### config.mk
export PLATFORM = sky130hd
export DESIGN_NAME = fbc_host
export DESIGN_NICKNAME = d
export VERILOG_FILES = /design/src/logic/fbc_host.v
export VERILOG_INCLUDE_DIRS = /design/src /design/src/logic
export SDC_FILE = /design/constraint.sdc
export NUM_CORES = 1
export LEC_CHECK = 0
export BUFFER_PORTS_ARGS = -buffer_cell sky130_fd_sc_hd__buf_2
export CORE_UTILIZATION = 56
export DETAILED_ROUTE_END_ITERATION = 10
export GPL_TIMING_DRIVEN = 0
export PLACE_DENSITY = 0.85
export SYNTH_ARGS = -nofsm -noshare
export SYNTH_HDL_FRONTEND = slang
export SYNTH_SLANG_ARGS = --single-unit
### constraint.sdc
create_clock -name mclk -period 3.7 [get_ports mclk]
set_input_delay 0.185 -clock mclk [delete_from_list [all_inputs] [get_ports mclk]]
set_output_delay 0.185 -clock mclk [all_outputs]
set_load 0.1 [all_outputs]
### src/logic/fbc_defs.vh
/*
 * fbc_defs.vh: timing figures and command codes for the parallel flash host controller.
 * assumes a 100 MHz controller clock; all times are in ns.
 */
`ifndef FBC_DEFS_VH
`define FBC_DEFS_VH
`define FBC_CLK_NS          10
`define FBC_ACC_NS          70
`define FBC_WR_NS           40
`define FBC_RP_NS           500
`define FBC_RH_NS           50
`define FBC_READY_NS        20000
`define FBC_CYC_MIN(ns)     (((ns) + `FBC_CLK_NS - 1) / `FBC_CLK_NS)
`define FBC_OP_READ         2'h0
`define FBC_OP_WRITE        2'h1
`define FBC_OP_RESET        2'h2
`define FBC_UNLOCK_A1       20'h0_0555
`define FBC_UNLOCK_D1       16'h00AA
`define FBC_UNLOCK_A2       20'h0_02AA
`define FBC_UNLOCK_D2       16'h0055
`endif

### src/logic/fbc_host.v
/*
 * fbc_host.v: host-side bus controller for an asynchronous parallel nor flash.
 * it turns single read, write and reset requests into pin sequences on the
 * chip select, output enable, write enable, width select and reset pins.
 * assumes the flash pins are sampled asynchronously; ready_busy_n is
 * synchronised here. the testbench resolves the data bus from flash_dq_oe.
 */
// Functional notes
// RULE1 - read: select and output enable low, write high
// RULE2 - device drives data only under output enable
// RULE3 - width select picks word or byte reads
// RULE4 - after reset device reads array directly
// RULE5 - read mode persists until a command
// RULE6 - write: select and write low, output enable high
// RULE7 - program data width follows width select
// RULE8 - bypass mode programs with two writes
// RULE9 - erase by sector, sectors or chip
// RULE10 - identification codes read on low byte
// RULE11 - status bits read on low byte while busy
// RULE12 - standby: select and reset high, outputs float
// RULE13 - leaving standby needs normal access time
// RULE14 - deselect does not stop internal operation
// RULE15 - stable address gives automatic sleep, data held
// RULE16 - reset pulse aborts, floats outputs, ignores access
// RULE17 - host restarts interrupted operation after reset; fbc_host restarts nothing and only returns to idle after the reset
// RULE18 - reset while busy: wait ready-busy high
// RULE19 - reset while idle: short ready time
// RULE20 - wait recovery time before first read
// RULE21 - byte mode: bit fifteen is lowest address
// RULE22 - output enable high floats device outputs
// RULE23 - timing figures are parameters
`include "fbc_defs.vh"
`default_nettype none
module fbc_host #(
	parameter ACC_CYC   = `FBC_CYC_MIN(`FBC_ACC_NS),   // RULE23 read access cycles
	parameter WR_CYC    = `FBC_CYC_MIN(`FBC_WR_NS),    // write pulse cycles
	parameter RP_CYC    = `FBC_CYC_MIN(`FBC_RP_NS),    // reset pulse cycles
	parameter RH_CYC    = `FBC_CYC_MIN(`FBC_RH_NS),    // recovery cycles
	parameter READY_CYC = `FBC_CYC_MIN(`FBC_READY_NS)  // reset ready bound
) (
	input  wire        mclk,           // 100 MHz clock
	input  wire        nrst,           // async reset, active low
	input  wire        req_valid,      // request strobe
	input  wire [1:0]  req_op,         // read, write or reset
	input  wire [19:0] req_addr,       // byte address in byte mode, word otherwise
	input  wire [15:0] req_wdata,      // write data
	input  wire        req_byte,       // 1 = byte mode
	output reg         req_ready,      // idle, request accepted
	output reg         rsp_valid,      // one-cycle completion pulse
	output reg  [15:0] rsp_rdata,      // read data
	output reg         busy_seen,      // ready_busy_n low at last sample
	output reg  [18:0] flash_addr,     // address pins
	output reg  [15:0] flash_dq_o,     // data out
	output reg  [15:0] flash_dq_oe,    // per-bit output enable
	input  wire [15:0] flash_dq_i,     // data in
	output reg         flash_ce_n,     // chip select
	output reg         flash_oe_n,     // output enable
	output reg         flash_we_n,     // write enable
	output reg         flash_byte_n,   // width select, low = byte
	output reg         flash_reset_n,  // hardware reset
	input  wire        ready_busy_n    // device ready, low busy
);
	localparam ST_IDLE  = 3'h0;
	localparam ST_READ  = 3'h1;
	localparam ST_WRITE = 3'h2;
	localparam ST_WHOLD = 3'h3;
	localparam ST_RST   = 3'h4;
	localparam ST_RDY   = 3'h5;
	localparam ST_REC   = 3'h6;

	reg  [2:0]  state_r;
	reg  [15:0] cnt_r;
	reg  [1:0]  rb_sync_r;
	reg  [15:0] rdata_r;
	reg         byte_r;
	reg  [15:0] dq_q1_r;
	reg  [15:0] dq_q2_r;

	// pick the count for a timed phase, at least one, truncated to 16 bits
	function [15:0] fbc_cyc;
		input integer c;
		begin
			fbc_cyc = (c < 1) ? 16'h0001 : c[15:0];
		end
	endfunction

	// two-flop synchronisers for asynchronous flash pins
	always @(posedge mclk or negedge nrst) begin
		if (!nrst) begin
			rb_sync_r <= 2'h0;
			dq_q1_r   <= 16'h0000;
			dq_q2_r   <= 16'h0000;
		end else begin
			rb_sync_r <= {rb_sync_r[0], ready_busy_n};
			dq_q1_r   <= flash_dq_i;
			dq_q2_r   <= dq_q1_r;
		end
	end

	// read data; byte mode keeps only the low byte, upper pins other than bit fifteen float
	always @* begin
		rdata_r = byte_r ? {8'h00, dq_q2_r[7:0]} : dq_q2_r; // RULE3 RULE10 RULE11
	end

	// sequencer; reset comes up by pulsing the flash reset so array read is known
	always @(posedge mclk or negedge nrst) begin
		if (!nrst) begin
			state_r       <= ST_RST;
			// a short nrst pulse must still give the flash its full reset width
			cnt_r         <= fbc_cyc(RP_CYC); // RULE16
			req_ready     <= 1'b0;
			rsp_valid     <= 1'b0;
			rsp_rdata     <= 16'h0000;
			busy_seen     <= 1'b0;
			byte_r        <= 1'b0;
			flash_addr    <= 19'h0_0000;
			flash_dq_o    <= 16'h0000;
			flash_dq_oe   <= 16'h0000;
			flash_ce_n    <= 1'b1;
			flash_oe_n    <= 1'b1;
			flash_we_n    <= 1'b1;
			flash_byte_n  <= 1'b1;
			flash_reset_n <= 1'b0;
		end else begin
			rsp_valid <= 1'b0;
			busy_seen <= ~rb_sync_r[1];
			case (state_r)
			ST_IDLE: begin
				// idle with select and reset high: device in standby
				flash_ce_n <= 1'b1; // RULE12 RULE14
				flash_oe_n <= 1'b1; // RULE22
				flash_we_n <= 1'b1;
				flash_dq_oe <= 16'h0000;
				if (req_valid && req_ready) begin
					req_ready    <= 1'b0;
					byte_r       <= req_byte;
					flash_byte_n <= ~req_byte; // RULE3 RULE7
					// byte mode: lowest address bit goes out on bit fifteen
					flash_addr   <= req_byte ? req_addr[19:1] : req_addr[18:0];
					flash_dq_o   <= req_byte ? {req_addr[0], 7'h00, req_wdata[7:0]}
					                         : req_wdata; // RULE21
					case (req_op)
					`FBC_OP_READ: begin
						flash_ce_n  <= 1'b0; // RULE1
						flash_oe_n  <= 1'b0; // RULE1 RULE2
						flash_dq_oe <= req_byte ? 16'h8000 : 16'h0000; // RULE21
						cnt_r       <= fbc_cyc(ACC_CYC + 2); // RULE13 RULE15
						state_r     <= ST_READ;
					end
					`FBC_OP_WRITE: begin
						// unlock, program, erase and bypass writes are all plain writes
						flash_ce_n  <= 1'b0; // RULE6 RULE8 RULE9
						flash_we_n  <= 1'b0; // RULE6
						flash_dq_oe <= req_byte ? 16'h80FF : 16'hFFFF; // RULE7
						cnt_r       <= fbc_cyc(WR_CYC);
						state_r     <= ST_WRITE;
					end
					default: begin
						flash_reset_n <= 1'b0; // RULE16
						cnt_r         <= fbc_cyc(RP_CYC);
						state_r       <= ST_RST;
					end
					endcase
				end else begin
					req_ready <= 1'b1;
				end
			end
			ST_READ: begin
				// extra two cycles cover the data synchroniser
				if (cnt_r == 16'h0001) begin
					flash_ce_n  <= 1'b1;
					flash_oe_n  <= 1'b1;
					flash_dq_oe <= 16'h0000;
					rsp_rdata   <= rdata_r; // RULE5
					rsp_valid   <= 1'b1;
					state_r     <= ST_IDLE;
				end else begin
					cnt_r <= cnt_r - 16'h0001;
				end
			end
			ST_WRITE: begin
				if (cnt_r == 16'h0001) begin
					flash_we_n <= 1'b1; // data latched on the rising edge
					state_r    <= ST_WHOLD;
				end else begin
					cnt_r <= cnt_r - 16'h0001;
				end
			end
			ST_WHOLD: begin
				// one cycle of data hold before releasing the bus
				flash_ce_n  <= 1'b1;
				flash_dq_oe <= 16'h0000;
				rsp_valid   <= 1'b1;
				state_r     <= ST_IDLE;
			end
			ST_RST: begin
				flash_reset_n <= 1'b0;
				flash_ce_n    <= 1'b1;
				flash_dq_oe   <= 16'h0000; // RULE16
				if (cnt_r <= 16'h0001) begin
					flash_reset_n <= 1'b1;
					cnt_r         <= fbc_cyc(READY_CYC);
					state_r       <= ST_RDY;
				end else begin
					cnt_r <= cnt_r - 16'h0001;
				end
			end
			ST_RDY: begin
				// busy holds until the internal reset ends; bound covers both cases
				if (rb_sync_r[1] || cnt_r == 16'h0001) begin // RULE18 RULE19
					cnt_r   <= fbc_cyc(RH_CYC);
					state_r <= ST_REC;
				end else begin
					cnt_r <= cnt_r - 16'h0001;
				end
			end
			ST_REC: begin
				if (cnt_r == 16'h0001) begin // RULE20 RULE4
					rsp_valid <= 1'b1;
					state_r   <= ST_IDLE;
				end else begin
					cnt_r <= cnt_r - 16'h0001;
				end
			end
			default: begin
				state_r <= ST_IDLE;
			end
			endcase
		end
	end
endmodule // fbc_host
`default_nettype wire

==> summary.md, run 1 <==
| Metric | Value |
|---|---|
| Status | `finished, violations left` |
| Failing checks | `hold timing` |
| Post-route DRC | `0` |
| Initial antenna violation count | `0` |
| FF+latch count, synth | `116` |
| Yosys warns | `0` |
| Peak supply drop | `0.0009777 V` |
| Unique cell type count in the Yosys netlist | `48` |
| Final setup fails | `0` |
| Most frequent cells in the layout | `buf_2 (132), dfrtp_1 (108), dlygate4sd3_1 (58), nand2_1 (53), o21ai_0 (47)` |
| Setup bufs post-CTS | `0` |
| Layout area overhead | `40.67%` |
| Tmin final | `2.922 ns` |
| Pleak | `0.003443 uW` |
| Slew @ Worst Pin | `0.8448 ns` |
| Wire length per cell | `20.15 um` |
| CTS tree | `built` |
| Core ar. | `0.008341 sq mm` |
| Asr flop ratio synth | `1.000` |
| Post-route insts no fill | `764` |
| Global-route wire length before repair | `24720 um` |
| Worst setup path class | `flop to flop` |
| GRT Util Overall | `0.3727` |
| Post-Syn Area per Cell | `11.21 sq um` |
| Critical Path Sink Type | `flop` |
| CP arrival | `3.29 ns` |
| 1st-pass router iterations | `6` |
| HP Class | `primary input to flop` |
| Buffer depth of the longest clock path | `2` |
| Synth Instances | `435` |
| Clock Latency Late Sink | `0.52 ns` |
| Die W | `95.31 um` |
| CTS clk-pin slew, worst paths | `0.06 ns` |
| Crit Path Max Fanout | `10` |
| NumNets Final | `707` |
| CTS H-Tree Depth | `4` |
| I/O Pins | `134` |
| Clk sink count | `116` |
| Vias/cell | `5.950` |
| GP Congestion | `0.8709` |
| Detail Placement HPWL | `7928 um` |
| DR vias | `4546` |
| Hold slack | `-0.001219 ns` |
| Root Driver | `clkbuf_8` |
| Num CTS Buffers | `17` |
| Largest net degree at the start of global routing | `66` |
| Final hold vios | `1` |
| Worst Path Required | `4.07 ns` |
| Antenna Nets Post-Route | `0` |
| RSZ-0062 raised after global routing | `no` |
| Ys flop type | `dfrtp_1` |
| EDFF count, synth | `0` |
| Max-slew headroom | `0.4316` |
| Die ar. | `0.009084 sq mm` |
| Cells after DPL | `674` |
| F_max | `342.2 MHz` |
| Commonest non-fill, non-tap cell in the layout | `buf_2` |
| Mapped Nets | `496` |
| Initial DRC Count | `414` |
| Vias in the first global route | `4671` |
| Final wirelength | `15400 um` |
| Filler Cell Count | `399` |
| Total of max-cap violations | `0` |
| Final clock skew | `0.009701 ns` |
| Worst Setup Start Kind | `flop` |
| Port bufs | `133` |
| Chip height | `95.31 um` |
| Num rows | `33` |
| Sequential cell area fraction in the yosys report | `0.5974` |
| Cell area after synthesis | `0.004876 sq mm` |
| Diodes inserted | `0` |
| Layout cells sized above 1 | `0.3278` |
| Starting Density | `0.5846` |
| Final slew viol count | `0` |
| GRT overflow | `0` |
| Power per cell area | `1013 mW/mm^2` |
| Tcrit/Tclk final | `0.7897` |
| Setup TNS | `0 ns` |
==> where the power goes <==
| part | total (uW) | leakage, uW | internal, uW | switching (uW) |
|---|---|---|---|---|
| sequential | 1930 | 0.00144 | 1630 | 295 |
| clock | 1610 | 0.000283 | 997 | 613 |
| combinational | 3410 | 0.00172 | 689 | 2720 |
| total | 6950 | 0.00344 | 3320 | 3630 |
==> per-layer routing <==
metal / routed length [um] / track usage
met3: 1354 / 0.1029
met4: 602 / 0.1907
met1: 5677 / 0.4421
met5: 0 / 0
met2: 7761 / 0.6202
==> sequential cells by signal (all words and copies together) (netlist names), 2 cells and up <==
signal       cells
dq_q2_r         16
dq_q1_r         16
rb_sync_r        2
flash_dq_o      16
state_r          3
cnt_r           16
flash_addr      19
rsp_rdata       16
flash_dq_oe      3
==> worst paths after layout <==
kind	start	endpoint	slack, ns	cells past startpoint
max	state_r[1]	flash_addr[17]	0.78	8
min	req_wdata[15]	flash_dq_o[15]	-0.001	3
max reg2reg	state_r[1]	flash_addr[17]	0.78	8
min reg2reg	dq_q1_r[2]	dq_q2_r[2]	0.35	0
max in group asynchronous	nrst	flash_byte_n	2.67	3
min in group asynchronous	nrst	dq_q2_r[0]	0.25	2
==> logic make-up (layout without fill, tap and decap cells) <==
family	after synthesis	after routing	synth area share
compound gates	109	109	0.1332
fa+ha+maj	2	2	0.005131
buf+inv	46	270	0.04850
flops	116	116	0.5974
mux	39	39	0.08442
simple gates	123	123	0.1314
==> stage by stage <==
step | power (uW) | setup slack (ns) | util | instance area (sq um)
2_1_floorplan | 4499 | 1.459 | - | 4876
3_3_place_gp | 5034 | 1.151 | 0.6802 | 5673
3_5_place_dp | 5107 | 1.061 | 0.6838 | 5703
4_1_cts | 6773 | 1.040 | 0.8224 | 6859
5_1_grt | 7193 | 0.6339 | 0.8224 | 6859
6_report | 6951 | 0.7780 | 0.8224 | 6859
==> cells in the mapped netlist (2+ instances only) <==
cell type / n / share of area
o21ai_0: 47 / 0.048
a21oi_2: 2 / 0.0036
o211ai_1: 2 / 0.0031
inv_1: 14 / 0.011
buf_4: 13 / 0.020
a311oi_1: 2 / 0.0036
dfstp_2: 8 / 0.043
a21o_1: 3 / 0.0046
nor4_4: 2 / 0.0087
buf_6: 2 / 0.0046
nor3_1: 4 / 0.0041
nor4_1: 3 / 0.0038
nand3_1: 5 / 0.0051
nor4_2: 2 / 0.0051
or2_2: 2 / 0.0026
and3_1: 3 / 0.0038
nor2b_1: 2 / 0.0026
a21oi_1: 24 / 0.025
or3_1: 4 / 0.0051
a22oi_1: 3 / 0.0046
buf_1: 2 / 0.0015
o22ai_1: 8 / 0.010
mux2i_1: 22 / 0.045
ha_1: 2 / 0.0051
nand2_1: 53 / 0.041
a31oi_1: 6 / 0.0077
clkbuf_1: 14 / 0.011
o21a_1: 2 / 0.0031
nor2_1: 19 / 0.015
dfrtp_1: 108 / 0.55
a21boi_0: 2 / 0.0031
nand2b_1: 18 / 0.023
mux2_2: 17 / 0.039
==> what timing repair did <==
action | in CTS | in global routing
hold endpoints to repair | 97 | 0
hold buffers | 58 | 0
gates resized for setup | 0 | 0
==> worst max-delay path: stages (launching register included) <==
cell and delay [ns]:
dfrtp_1 0.36, clkbuf_1 0.18, or2_2 0.38, nor2_1 0.48, nand3_1 0.36, buf_1 0.38, clkbuf_1 0.35, nand2_1 0.16
o21ai_0 0.12
==> layout make-up <==
class	count	area, sq um	area share
clock inverters	11	126.4	0.01842
plain buffers	31	180.2	0.02627
repair buffers	192	1276	0.1861
flip-flops and latches	116	2913	0.4247
inverters	15	56.30	0.008209
multi-input cells	273	1727	0.2517
clock buffers	21	449.2	0.06549
well taps	105	131.4	0.01915
Note: power is estimated with default switching activity, not from simulation.
==> run 2, diff against run 1 <==
--- a/config.mk
+++ b/config.mk
@@ -7,10 +7,10 @@
 export NUM_CORES = 1
 export LEC_CHECK = 0
 export BUFFER_PORTS_ARGS = -buffer_cell sky130_fd_sc_hd__buf_2
-export CORE_UTILIZATION = 56
+export CORE_UTILIZATION = 47
 export DETAILED_ROUTE_END_ITERATION = 10
 export GPL_TIMING_DRIVEN = 0
-export PLACE_DENSITY = 0.85
+export PLACE_DENSITY = 0.76
 export SYNTH_ARGS = -nofsm -noshare
 export SYNTH_HDL_FRONTEND = slang
 export SYNTH_SLANG_ARGS = --single-unit
==> constraint.sdc (replaced) <==
create_clock -name mclk -period 2.4 [get_ports mclk]
set_input_delay 0.12 -clock mclk [delete_from_list [all_inputs] [get_ports mclk]]
set_output_delay 0.12 -clock mclk [all_outputs]
set_load 0.1 [all_outputs]
==> run 2 against run 1 <==
  * Largest cell class unchanged
  * Cell count is 5.4% higher
  * First-iteration DRC count down 24%
  * Sequential power increased by 54%
  * The run now ends clean
  * Combinational power up 55%
  * Non-clock buffer count grew 13
  * Flip-flop and latch count did not move
  * Largest power group unchanged
  * Critical path depth fell by 2
  * Cell area rose by 3.4%
  * Critical path type unchanged
==> summary.md, run 2 (synthesized netlist as in run 1, its figures left out) <==
| Metric | Value |
|---|---|
| Port bufs | `133 (unchanged)` |
| Max-slew headroom | `0.4893 (was 0.4316)` |
| HP Class | `primary input to flop (unchanged)` |
| Final slew viol count | `0 (unchanged)` |
| Core ar. | `0.009910 sq mm (was 0.008341 sq mm)` |
| Die ar. | `0.01079 sq mm (was 0.009084 sq mm)` |
| Vias in the first global route | `4533 (was 4671)` |
| Global-route wire length before repair | `22140 um (was 24720 um)` |
| Setup TNS | `0 ns (unchanged)` |
| CTS tree | `built (unchanged)` |
| Setup WS post-layout | `0.06188 ns (was 0.7780 ns)` |
| Dpl cell area | `0.005738 sq mm (was 0.005703 sq mm)` |
| Detail Placement HPWL | `7837 um (was 7928 um)` |
| Cell count of the worst hold path | `4 (was 3)` |
| NumNets Final | `720 (was 707)` |
| Diodes inserted | `0 (unchanged)` |
| Worst Path Required | `2.78 ns (was 4.07 ns)` |
| Post-Place Setup Slack | `-0.1899 ns (was 1.061 ns)` |
| Most frequent cells in the layout | `buf_2 (133), dfrtp_1 (107), dlygate4sd3_1 (66), nand2_1 (53), o21ai_0 (46) (was buf_2 (132), dfrtp_1 (108), dlygate4sd3_1 (58), nand2_1 (53), o21ai_0 (47))` |
| Final Cell Area | `0.007092 sq mm (was 0.006859 sq mm)` |
| I/O Pins | `134 (unchanged)` |
| Power per cell area | `1513 mW/mm^2 (was 1013 mW/mm^2)` |
| Layout area overhead | `45.45% (was 40.67%)` |
| Peak supply drop | `0.001313 V (was 0.0009777 V)` |
| Num rows | `36 (was 33)` |
| CP arrival | `2.72 ns (was 3.29 ns)` |
| GRT overflow | `0 (unchanged)` |
| Root Driver | `clkbuf_8 (unchanged)` |
| Critical Path Sink Type | `flop (unchanged)` |
| Reg2Reg Depth | `6 (was 8)` |
| Max reg flops | `19 (unchanged)` |
| Chip height | `103.9 um (was 95.31 um)` |
| Area of the multi-input gates | `0.001785 sq mm (was 0.001727 sq mm)` |
| Final clock skew | `0.01055 ns (was 0.009701 ns)` |
| Final setup fails | `0 (unchanged)` |
| Filler Cell Count | `630 (was 399)` |
| Starting Density | `0.4920 (was 0.5846)` |
| Largest net degree at the start of global routing | `77 (was 66)` |
| CTS clk-pin slew, worst paths | `0.06 ns (about the same)` |
| Tmin final | `2.338 ns (was 2.922 ns)` |
| Vias/cell | `5.371 (was 5.950)` |
| Storage element area | `0.002914 sq mm (was 0.002913 sq mm)` |
| Initial antenna violation count | `0 (unchanged)` |
| Die W | `103.9 um (was 95.31 um)` |
| Final wirelength | `13570 um (was 15400 um)` |
| Post-route DRC | `0 (unchanged)` |
| Worst setup path class | `flop to flop (unchanged)` |
| Clock Latency Late Sink | `0.52 ns (about the same)` |
| Clk sink count | `116 (unchanged)` |
| Commonest non-fill, non-tap cell in the layout | `buf_2 (unchanged)` |
| Top reg by flops | `flash_addr (unchanged)` |
| Crit Path Max Fanout | `6 (was 10)` |
| Tcrit/Tclk final | `0.9742 (was 0.7897)` |
| Pleak | `0.003517 uW (was 0.003443 uW)` |
| F_max | `427.7 MHz (was 342.2 MHz)` |
| Status | `finished clean (was finished, violations left)` |
| Buffer depth of the longest clock path | `2 (unchanged)` |
| Antenna Nets Post-Route | `0 (unchanged)` |
| GP Congestion | `0.9234 (was 0.8709)` |
| Slew @ Worst Pin | `0.7661 ns (was 0.8448 ns)` |
| GRT Util Overall | `0.2606 (was 0.3727)` |
| Layout cells sized above 1 | `0.3452 (was 0.3278)` |
| Wire length per cell | `16.86 um (was 20.15 um)` |
| Hold slack | `0.1178 ns (was -0.001219 ns)` |
| Final hold vios | `0 (was 1)` |
| Total of max-cap violations | `0 (unchanged)` |
| Num CTS Buffers | `17 (unchanged)` |
| 1st-pass router iterations | `5 (was 6)` |
| Initial DRC Count | `316 (was 414)` |
| DR vias | `4324 (was 4546)` |
| CTS H-Tree Depth | `4 (unchanged)` |
| Worst Setup Start Kind | `flop (unchanged)` |
## run 2: what timing repair did
| item | CTS | global route |
|---|---|---|
| hold endpoints to repair | 94 | 0 |
| buffers inserted | 1 | 5 |
| hold buffers | 66 | 0 |
| pin swaps | 5 | 8 |
| resized for setup | 6 | 10 |
| setup endpoints to repair | 38 | 37 |
## run 2: report_power, final
| group | internal, uW | switching, uW | total [uW] | leakage (uW) |
|---|---|---|---|---|
| clock | 1540 | 934 | 2480 | 0.000277 |
| combinational | 1170 | 4120 | 5280 | 0.00180 |
| sequential | 2520 | 455 | 2970 | 0.00144 |
| total | 5220 | 5500 | 10700 | 0.00352 |
## run 2: final cells by class
cell class / instances / share of cell area
Buffer: 30 / 0.02523
Clock buffer: 19 / 0.06228
Clock inverter: 13 / 0.02082
Inverter: 15 / 0.007939
Multi-Input combinational cell: 273 / 0.2518
Sequential cell: 116 / 0.4109
Tap cell: 133 / 0.02347
Timing Repair Buffer: 206 / 0.1976
## run 2: metrics by stage
| step | total power, uW | std cells | util |
|---|---|---|---|
| 2_1_floorplan | 6936 | 435 | - |
| 3_3_place_gp | 7768 | 701 | 0.5760 |
| 3_5_place_dp | 7866 | 702 | 0.5790 |
| 4_1_cts | 10510 | 801 | 0.7088 |
| 5_1_grt | 11150 | 805 | 0.7157 |
| 6_report | 10730 | 805 | 0.7157 |
## run 2: routing by layer
metal  global-route usage  part of all wire  up-vias
li1                     -                 -     1956
met1               0.3084              0.39     2118
met2               0.4357              0.50      206
met3              0.07268             0.074       44
met4               0.1316             0.037        0
met5                    0                 0        -
## run 2: final timing paths
path / from / end / slack [ns]
setup / recovery: cnt_r[3] / cnt_r[12] / 0.06
hold / removal: req_valid / flash_we_n / 0.12
setup reg to reg: cnt_r[3] / cnt_r[12] / 0.06
hold reg to reg: dq_q1_r[4] / dq_q2_r[4] / 0.34
max in group asynchronous: nrst / cnt_r[1] / 1.49
min in group asynchronous: nrst / dq_q2_r[3] / 0.14
## run 2: worst max-delay path: stages, from the launching register on
cell      delay (ns)
dfrtp_2         0.45
or4_4           0.54
or3_4           0.38
o31ai_4         0.25
o211ai_1        0.28
a21oi_1         0.24
a31oi_1         0.06
